[src/verilog/seg_addr_pkg.sv]
package seg_addr_pkg;
   // ****************************************************************
   // segment register indices
   // ****************************************************************
   localparam logic [2:0] SEG_EXTRA = 3'h0;
   localparam logic [2:0] SEG_CODE = 3'h1;
   localparam logic [2:0] SEG_STACK = 3'h2;
   localparam logic [2:0] SEG_DATA = 3'h3;
   localparam logic [2:0] SEG_EXTRA2 = 3'h4;
   localparam logic [2:0] SEG_EXTRA3 = 3'h5;
   localparam int NUM_SEG = 6;

   // ****************************************************************
   // reference type codes on reqType
   // ****************************************************************
   localparam logic [2:0] REF_CODE = 3'h0;
   localparam logic [2:0] REF_PUSH = 3'h1;
   localparam logic [2:0] REF_POP = 3'h2;
   localparam logic [2:0] REF_STR_DST = 3'h3;
   localparam logic [2:0] REF_DATA = 3'h4;
   localparam logic [2:0] REF_PORT_RD = 3'h5;
   localparam logic [2:0] REF_PORT_WR = 3'h6;

   // ****************************************************************
   // general register numbers that steer the default segment
   // ****************************************************************
   localparam logic [2:0] GP_STACK_PTR = 3'h4;
   localparam logic [2:0] GP_FRAME_BASE = 3'h5;

   // ****************************************************************
   // displacement and access size codes
   // ****************************************************************
   localparam logic [1:0] DISP_NONE = 2'h0;
   localparam logic [1:0] DISP_8 = 2'h1;
   localparam logic [1:0] DISP_16 = 2'h2;
   localparam logic [1:0] DISP_32 = 2'h3;
   localparam logic [1:0] SIZE_BYTE = 2'h0;
   localparam logic [1:0] SIZE_WORD = 2'h1;
   localparam logic [1:0] SIZE_DWORD = 2'h2;

   // ****************************************************************
   // address space constants
   // ****************************************************************
   localparam int REAL_SHIFT = 4;
   localparam int PAGE_SHIFT = 12;
   localparam logic [31:0] REAL_OFFSET_MAX = 32'h0000FFFF;
   localparam logic [15:0] IO_RESERVED_LO = 16'h00F8;
   localparam logic [15:0] IO_RESERVED_HI = 16'h00FF;
   localparam int FIELD_MAX_BITS = 32;
   localparam int FIELD_MAX_BYTES = 4;
   localparam logic [3:0] BCD_MAX_DIGIT = 4'h9;

   // ****************************************************************
   // reset values of segment state
   // ****************************************************************
   localparam logic [15:0] SEL_RESET = 16'h0000;
   localparam logic [31:0] BASE_RESET = 32'h00000000;
   localparam logic [31:0] LIMIT_RESET = 32'hFFFFFFFF;
endpackage

[src/verilog/ea_if.sv]
`timescale 1ns/10ps
interface ea_if;
   logic baseEn;
   logic [31:0] baseVal;
   logic indexEn;
   logic [31:0] indexVal;
   logic [1:0] scale;
   logic [31:0] disp;
   logic [1:0] dispSize;
   logic addr16;
   logic [31:0] ea;

   modport calc
   (
      input baseEn, baseVal, indexEn, indexVal, scale, disp, dispSize,
      input addr16,
      output ea
   );
   modport user
   (
      output baseEn, baseVal, indexEn, indexVal, scale, disp, dispSize,
      output addr16,
      input ea
   );
endinterface

[src/verilog/segment_address_generator.sv]
`timescale 1ns/10ps
module segment_address_generator
   import seg_addr_pkg::*;
#(
   parameter int SEG_COUNT = NUM_SEG
)
(
   input wire logic clk,
   input wire logic rst_n,
   input wire logic reqValid,
   input wire logic [2:0] reqType,
   input wire logic protMode,
   input wire logic pagingOn,
   input wire logic addr16,
   input wire logic overrideEn,
   input wire logic [2:0] overrideSeg,
   input wire logic baseEn,
   input wire logic [2:0] baseSel,
   input wire logic [31:0] baseVal,
   input wire logic indexEn,
   input wire logic [31:0] indexVal,
   input wire logic [1:0] scale,
   input wire logic [31:0] disp,
   input wire logic [1:0] dispSize,
   input wire logic [31:0] ipVal,
   input wire logic [31:0] destIdx,
   input wire logic portImmEn,
   input wire logic [7:0] portImm,
   input wire logic [15:0] portAddrReg,
   input wire logic [1:0] accSize,
   input wire logic [31:0] wrData,
   input wire logic [2:0] fieldPos,
   input wire logic [5:0] fieldWidth,
   input wire logic segWrEn,
   input wire logic [2:0] segWrIdx,
   input wire logic [15:0] segWrSel,
   input wire logic [31:0] segWrBase,
   input wire logic [31:0] segWrLimit,
   output logic busValid,
   output logic [31:0] busAddr,
   output logic memIoSel,
   output logic [3:0] byteEn,
   output logic [31:0] busData,
   output logic splitNeeded,
   output logic linValid,
   output logic [31:0] linAddr,
   output logic [19:0] pageNum,
   output logic [11:0] pageOff,
   output logic [2:0] segUsed,
   output logic protFault,
   output logic fieldFault,
   output logic [2:0] fieldBytes,
   output logic bcdOk
);
   // ****************************************************************
   // elaboration checks
   // ****************************************************************
   if (SEG_COUNT != NUM_SEG)
      $error("segment count must be six");

   // ****************************************************************
   // segment state
   // ****************************************************************
   logic [15:0] selReg [SEG_COUNT];
   logic [31:0] baseReg [SEG_COUNT];
   logic [31:0] limitReg [SEG_COUNT];
   logic [15:0] selNext [SEG_COUNT];
   logic [31:0] baseNext [SEG_COUNT];
   logic [31:0] limitNext [SEG_COUNT];

   always_comb
   begin
      selNext = selReg;
      baseNext = baseReg;
      limitNext = limitReg;
      // no cross-check of bases: any overlap, even all zero, is legal
      if (segWrEn && (segWrIdx < 3'(SEG_COUNT)))
      begin
         selNext[segWrIdx] = segWrSel;
         baseNext[segWrIdx] = segWrBase;
         limitNext[segWrIdx] = segWrLimit;
      end
   end

   always_ff @(posedge clk)
   begin
      if (!rst_n)
      begin
         selReg <= '{default: SEL_RESET};
         baseReg <= '{default: BASE_RESET};
         limitReg <= '{default: LIMIT_RESET};
      end
      else
      begin
         selReg <= selNext;
         baseReg <= baseNext;
         limitReg <= limitNext;
      end
   end

   // ****************************************************************
   // effective address
   // ****************************************************************
   ea_if eaBus ();
   logic isCode;
   logic isStack;
   logic isStrDst;
   logic isPort;

   assign isCode = (reqType == REF_CODE);
   assign isStack = (reqType == REF_PUSH) || (reqType == REF_POP);
   assign isStrDst = (reqType == REF_STR_DST);
   assign isPort = (reqType == REF_PORT_RD) || (reqType == REF_PORT_WR);

   always_comb
   begin
      eaBus.addr16 = addr16;
      eaBus.scale = scale;
      eaBus.indexVal = indexVal;
      eaBus.disp = disp;
      eaBus.baseEn = baseEn;
      eaBus.baseVal = baseVal;
      eaBus.indexEn = indexEn;
      eaBus.dispSize = dispSize;
      if (isCode || isStrDst)
      begin
         eaBus.baseVal = isCode ? ipVal : destIdx;
         eaBus.baseEn = 1'b1;
         eaBus.indexEn = 1'b0;
         eaBus.dispSize = DISP_NONE;
      end
   end

   ea_calc eaUnit
   (
      .eaBus(eaBus)
   );

   // ****************************************************************
   // segment choice, translation and checks
   // ****************************************************************
   logic [2:0] segSel;
   logic [31:0] linear;
   logic [31:0] portAddr;
   logic [31:0] lastOff;
   logic memFault;
   logic [2:0] sizeBytes;
   logic [3:0] sizeMask;
   logic [3:0] laneSum;
   logic [6:0] fieldEnd;
   logic [2:0] fieldSpan;

   always_comb
   begin
      if (isCode)
         segSel = SEG_CODE;
      else if (isStack)
         segSel = SEG_STACK;
      else if (isStrDst)
         segSel = SEG_EXTRA;
      else if (overrideEn && (overrideSeg < 3'(SEG_COUNT)))
         segSel = overrideSeg;
      else if (baseEn &&
               (baseSel == GP_FRAME_BASE || baseSel == GP_STACK_PTR))
         segSel = SEG_STACK;
      else
         segSel = SEG_DATA;

      if (protMode)
         linear = baseReg[segSel] + eaBus.ea;
      else
         linear = ({16'h0000, selReg[segSel]} << REAL_SHIFT)
                  + eaBus.ea;

      sizeBytes = (accSize == SIZE_DWORD) ? 3'h4
                  : (accSize == SIZE_WORD) ? 3'h2 : 3'h1;
      sizeMask = 4'((5'h01 << sizeBytes) - 5'h01);
      lastOff = eaBus.ea + 32'(sizeBytes) - 32'h00000001;

      // limit is size minus one, so 0 gives one byte, all ones 4G
      if (!protMode)
         memFault = !addr16 && (eaBus.ea > REAL_OFFSET_MAX);
      else
         memFault = (eaBus.ea > limitReg[segSel]) ||
                    (lastOff > limitReg[segSel]) ||
                    (lastOff < eaBus.ea);

      // 64K space; short addresses zero-extended onto upper lines
      if (portImmEn)
         portAddr = {24'h000000, portImm};
      else
         portAddr = {16'h0000, portAddrReg};

      fieldEnd = 7'(fieldPos) + 7'(fieldWidth) + 7'h07;
      fieldSpan = fieldEnd[5:3];
      // width 0 or above 32 is not a legal field
      if (fieldWidth == 6'h00 || fieldWidth > 6'(FIELD_MAX_BITS))
         fieldSpan = 3'h0;
   end

   // ****************************************************************
   // registered bus outputs
   // ****************************************************************
   logic busValidNext;
   logic [31:0] busAddrNext;
   logic memIoSelNext;
   logic [3:0] byteEnNext;
   logic [31:0] busDataNext;
   logic splitNext;
   logic linValidNext;
   logic [31:0] linAddrNext;
   logic [2:0] segUsedNext;
   logic protFaultNext;
   logic fieldFaultNext;
   logic bcdOkNext;
   logic [2:0] fieldBytesNext;
   logic [31:0] outAddr;

   always_comb
   begin
      outAddr = isPort ? portAddr : linear;
      busValidNext = 1'b0;
      busAddrNext = busAddr;
      memIoSelNext = memIoSel;
      byteEnNext = byteEn;
      busDataNext = busData;
      splitNext = splitNeeded;
      linValidNext = 1'b0;
      linAddrNext = linAddr;
      segUsedNext = segUsed;
      protFaultNext = 1'b0;
      fieldFaultNext = fieldFault;
      bcdOkNext = bcdOk;
      fieldBytesNext = fieldBytes;
      laneSum = 4'(outAddr[1:0]) + 4'(sizeBytes);
      if (reqValid)
      begin
         segUsedNext = segSel;
         // low byte on lane outAddr[1:0]; higher bytes on higher addresses
         byteEnNext = 4'(sizeMask << outAddr[1:0]);
         busDataNext = wrData << {outAddr[1:0], 3'b000};
         splitNext = laneSum > 4'h4;
         fieldFaultNext = (fieldSpan == 3'h0) ||
                          (fieldSpan > 3'(FIELD_MAX_BYTES));
         fieldBytesNext = fieldSpan;
         bcdOkNext = (wrData[3:0] <= BCD_MAX_DIGIT) &&
                     (wrData[7:4] <= BCD_MAX_DIGIT);
         if (isPort)
         begin
            busValidNext = 1'b1;
            busAddrNext = portAddr;
            memIoSelNext = 1'b0;
         end
         else if (memFault)
            protFaultNext = 1'b1;
         else
         begin
            memIoSelNext = 1'b1;
            linAddrNext = linear;
            // with paging on, the paging unit owns the pins
            if (pagingOn)
               linValidNext = 1'b1;
            else
            begin
               busValidNext = 1'b1;
               busAddrNext = linear;
            end
         end
      end
   end

   always_ff @(posedge clk)
   begin
      if (!rst_n)
      begin
         busValid <= 1'b0;
         busAddr <= 32'h00000000;
         memIoSel <= 1'b1;
         byteEn <= 4'h0;
         busData <= 32'h00000000;
         splitNeeded <= 1'b0;
         linValid <= 1'b0;
         linAddr <= 32'h00000000;
         segUsed <= SEG_DATA;
         protFault <= 1'b0;
         fieldFault <= 1'b0;
         fieldBytes <= 3'h0;
         bcdOk <= 1'b0;
         pageNum <= 20'h00000;
         pageOff <= 12'h000;
      end
      else
      begin
         busValid <= busValidNext;
         busAddr <= busAddrNext;
         memIoSel <= memIoSelNext;
         byteEn <= byteEnNext;
         busData <= busDataNext;
         splitNeeded <= splitNext;
         linValid <= linValidNext;
         linAddr <= linAddrNext;
         segUsed <= segUsedNext;
         protFault <= protFaultNext;
         fieldFault <= fieldFaultNext;
         fieldBytes <= fieldBytesNext;
         bcdOk <= bcdOkNext;
         pageNum <= linAddrNext[31:PAGE_SHIFT];
         pageOff <= linAddrNext[PAGE_SHIFT-1:0];
      end
   end
endmodule

[src/verilog/ea_calc.sv]
`timescale 1ns/10ps
module ea_calc
   import seg_addr_pkg::*;
(
   ea_if.calc eaBus
);
   logic [31:0] dispExt;
   logic [31:0] baseTerm;
   logic [31:0] indexTerm;
   logic [31:0] sum;

   always_comb
   begin
      // displacement is two's complement, sign-extended to full width
      case (eaBus.dispSize)
         DISP_8:
            dispExt = {{24{eaBus.disp[7]}}, eaBus.disp[7:0]};
         DISP_16:
            dispExt = {{16{eaBus.disp[15]}}, eaBus.disp[15:0]};
         DISP_32:
            dispExt = eaBus.disp;
         default:
            dispExt = 32'h00000000;
      endcase
      baseTerm = eaBus.baseEn ? eaBus.baseVal : 32'h00000000;
      // 16-bit addressing has no scaling
      if (!eaBus.indexEn)
         indexTerm = 32'h00000000;
      else if (eaBus.addr16)
         indexTerm = eaBus.indexVal;
      else
         indexTerm = eaBus.indexVal << eaBus.scale;
      sum = baseTerm + indexTerm + dispExt;
      // 16-bit offsets wrap inside 64K
      eaBus.ea = eaBus.addr16 ? {16'h0000, sum[15:0]} : sum;
   end
endmodule

[config.mk]
export PLATFORM = sky130hd
export DESIGN_NAME = segment_address_generator
export DESIGN_NICKNAME = d
export VERILOG_FILES = /design/src/verilog/seg_addr_pkg.sv /design/src/verilog/ea_if.sv /design/src/verilog/segment_address_generator.sv /design/src/verilog/ea_calc.sv
export SDC_FILE = /design/constraint.sdc
export NUM_CORES = 2
export LEC_CHECK = 0
export BUFFER_PORTS_ARGS = -buffer_cell sky130_fd_sc_hd__buf_2
export CAP_MARGIN = 20
export CORE_UTILIZATION = 59
export CTS_BUF_LIST = sky130_fd_sc_hd__clkbuf_16
export CTS_CLUSTER_DIAMETER = 150
export DETAILED_ROUTE_END_ITERATION = 16
export PLACE_DENSITY = 0.81
export SETUP_SLACK_MARGIN = 0.5
export SLEW_MARGIN = 10
export SYNTH_ARGS = -nofsm -noshare
export SYNTH_HDL_FRONTEND = slang
export SYNTH_HIERARCHICAL = 1
export SYNTH_SLANG_ARGS = --single-unit
[constraint.sdc]
create_clock -name clk -period 14.35 [get_ports clk]
set_clock_uncertainty 0.1 [all_clocks]
set_input_delay 0.7175 -clock clk [delete_from_list [all_inputs] [get_ports clk]]
set_output_delay 0.7175 -clock clk [all_outputs]
set_load 0.02 [all_outputs]
==> implementation parameters <==
Parameter                              Value

Synthesis
  Post-synthesis instance area ... 37900 um2
  Predominant post-synthesis flop cell ... sky130_fd_sc_hd__dfxtp_1
  Yosys top cell area share ... 31.3%
  Number of distinct standard cells referenced by the synthesized netlist ... 94
  Dominant cell by count in the synthesized netlist ... sky130_fd_sc_hd__nand2_1
  Asr flop ratio synth ... 0%
  Total number of yosys warnings ... 6
  Post-synth top cells ... sky130_fd_sc_hd__nand2_1 (1410), sky130_fd_sc_hd__dfxtp_1 (593), sky130_fd_sc_hd__a21oi_1 (541), sky130_fd_sc_hd__nor2_1 (417), sky130_fd_sc_hd__clkbuf_1 (296)
  Synthesized area per cell ... 7.17 um2
  Register bit count reported by yosys ... 593
  Cell type with the largest total area after synthesis ... sky130_fd_sc_hd__dfxtp_1
  Number of flops mapped to enable cells by yosys ... 0
  Sequential fraction of the synthesis area ... 31.3%
  Net Count, Synth ... 5898
  Syn Inst Count ... 5287
  Top cells by area, synth ... sky130_fd_sc_hd__dfxtp_1 (31%), sky130_fd_sc_hd__nand2_1 (14%), sky130_fd_sc_hd__ha_1 (8.0%)

Worst setup path
  Number of cells on the worst reg-to-reg path ... 13
  Buffers plus inverters on the worst setup path ... 4
  CP most frequent cell ... sky130_fd_sc_hd__nor2_1
  Maximum fanout count along the critical path ... 130
  Worst endpoint data arrival time ... 11.82 ns
  Crit end category ... flip-flop
  Required time at the worst-slack endpoint ... 14.83 ns
  Kind of start point of the critical path ... primary input
  Critical Path Slowest Stage Cell ... sky130_fd_sc_hd__o31ai_2
  Classification of the worst setup path ... primary input to flip-flop
  Max stage delay on crit path ... 0.89 ns
  Number of cells on the critical path ... 36
  Family with the most delay on the worst path ... compound AO/OA/AOI/OAI gates

Layout
  Final design utilization ... 66.9%
  Signed area change from the synthesized netlist to the final layout ... 11.7%
  FF/Latch Area ... 11900 um2
  Footprint of the multi-input gates ... 24000 um2
  Number of fillers in the final layout ... 5603
  Share of cells above drive strength 1 ... 12.3%
  Net count of the finished layout ... 6116

Pwr
  Comb pwr share ... 52.0%
  Switching fraction of total power ... 43.4%
  Sequential Power Share ... 25.9%
  Power per Cell Area ... 165 nW/um2
  Max VDD drop ... 0.129 mV
  PnR Total Power ... 0.00698 W
  Leakage power of the design ... 18.8 nW
  Design internal power ... 0.00395 W
  Switching Power ... 0.00303 W
  Relative contribution of the clock network to total power ... 22.1%

Flow run
  Number of max-cap violations ... 0

CTS
  Clock buffer count from CTS ... 61
  Number of post-CTS setup repair buffers ... 0
  Count of cells resized by post-cts repair ... 0
  CTS HTree Levels ... 2
  CTS tree ... yes
  CTS Hold Bufs ... 0
  Root buffer cell ... sky130_fd_sc_hd__clkbuf_16
  Clk Latency, worst-skew pair ... 0.66 ns
  Maximum number of buffers from clock root to sink ... 3
  Clock transition at the registers of the reported paths ... 0.06 ns
  Clock tree sinks ... 593

Placed design
  IO Port Bufs ... 477
  Sum of net half-perimeters after detailed placement ... 82900 um
  Final weighted congestion in routability-driven placement ... 0.990
  Worst setup slack after placement ... 2.74 ns

Timing
  Fin Setup TNS ... 0 ns
  Worst slew margin ... 12.9%
  Unrepaired setup endpoints after global routing ... false
  Final number of setup-violating endpoints ... 0
  Highest attainable clock frequency ... 0.0882 GHz
  Pins Over Slew Limit ... 0
  Final critical-path required period ... 11.34 ns
  Actual transition at the worst max-transition pin ... 1.31 ns
  Part of the cycle the worst path needs ... 79.0%
  Setup ws final ... 3.01 ns
  Final hold violation count ... 0

Routing
  Detailed Routing Iterations Pass 1 ... 6
  Vias per inst ... 6.04
  Vias ... 38700
  Total Wirelength ... 124000 um
  Count of routing violations after the opening detailed-route iteration ... 4356
  Average routed wire per standard cell ... 19.4 um
  DRC viols ... 0
  Post-route ant nets ... 0

Floorplan
  Die Span X ... 255 um
  Die ar. ... 65300 um2
  Die height ... 255 um
  Initial Utilization ... 59.9%
  Number of standard-cell rows in the floorplan ... 92
  Io pins ... 479
  Placeable core region ... 63300 um2

Global route
  Antenna violations before repair ... 20
  Gr ovfl total ... 0
  GRT Total Usage ... 36.6%
  Maximum number of pins on one net before global-route repair ... 241
  First-pass GRT wire length ... 195000 um
  Vias in the first global route ... 35200

Status
  Run status ... finished, final reports clean

Hold path
  HP Class ... primary input to flip-flop
  Worst Hold Path Cells ... 3
layout by cell type (no fill, tap or decap), drive strengths merged, types with 49 or more instances in the layout:
master	count
nand3	287
and2	51
ha	241
a31oi	58
clkbuf	61
buf	535
inv	156
nor2b	49
nor2	418
o211ai	69
mux2i	136
xnor2	53
dfxtp	593
a21oi	546
a211oi	57
o21ai	240
nand2	1410
kinds of logic (layout without fill, tap and decap cells):
kind of cell             after synthesis  count (layout)  synth area share, %
flip-flops                           593             593                 31.3
AND/OR/NAND/NOR                     2367            2367                 26.2
buffers and inverters                525             789                 5.68
other                                  0              14                    0
adder cells (fa/ha/maj)              277             277                 9.86
multiplexers                         147             147                 4.01
XOR/XNOR                              87              87                 2.05
AO/OA/AOI/OAI                       1291            1291                 20.9
final cells by class:
type                    count  share of cell area [%]
diodes                     14                  0.0828
well taps                 846                    2.50
clock inverters            48                   0.913
multi-input cells        4169                    56.7
repair buffers            535                    6.83
flip-flops and latches    593                    28.0
clock buffers              61                    3.61
inverters                 145                    1.30
layer usage:
layer	vias up	GRT usage (%)	part of all wire [%]
li1	18600	-	-
met1	18100	51.4	43
met2	1779	57.4	45
met3	220	6.06	9.5
met4	14	11.1	2.8
met5	-	0	0.065
registers in the layout (all words and copies together), names as in the netlist:
signal,flops
fieldBytes,3
limitReg,192
linValid,1
segUsed,3
protFault,1
selReg,96
linAddr,32
splitNeeded,1
bcdOk,1
baseReg,192
fieldFault,1
memIoSel,1
busValid,1
byteEn,4
busData,32
busAddr,32
power groups by stage:
stage               registers (W)  logic [W]  clock network [W]
global route              0.00182    0.00398            0.00163
global placement          0.00184    0.00347                  0
CTS                       0.00181    0.00355            0.00155
detailed placement        0.00184    0.00351                  0
finish                    0.00181    0.00363            0.00154
floorplan                 0.00191    0.00248                  0
through the flow:
stage / std cells / area (um2) / hold slack [ns]
global placement: 6285 / 40300 / 0.341
CTS: 6394 / 42200 / 0.219
detailed placement: 6285 / 40300 / 0.346
global route: 6407 / 42300 / 0.248
finish: 6411 / 42300 / 0.241
floorplan: 5287 / 37900 / 0.332
tightest hold or removal path: cells and delay by family:
family	cells	cell delay [ns]
and+or+nand+nor	2	0.12
buffers and inverters	1	0.13
worst paths after layout:
| kind | slack [ns] | start | to |
|---|---|---|---|
| worst max-delay path | 3.01 | reqType[0] | busAddr[31]$_SDFFE_PN0P_ |
| worst min-delay path | 0.24 | segWrLimit[28] | limitReg[92]$_SDFFE_PN1P_ |
| worst max register to register | 9.35 | limitReg[109]$_SDFFE_PN1P_ | busAddr[31]$_SDFFE_PN0P_ |
| worst min register to register | 0.35 | selReg[85]$_SDFFE_PN0P_ | selReg[85]$_SDFFE_PN0P_ |
No activity file was read; power rests on OpenSTA's default activity.
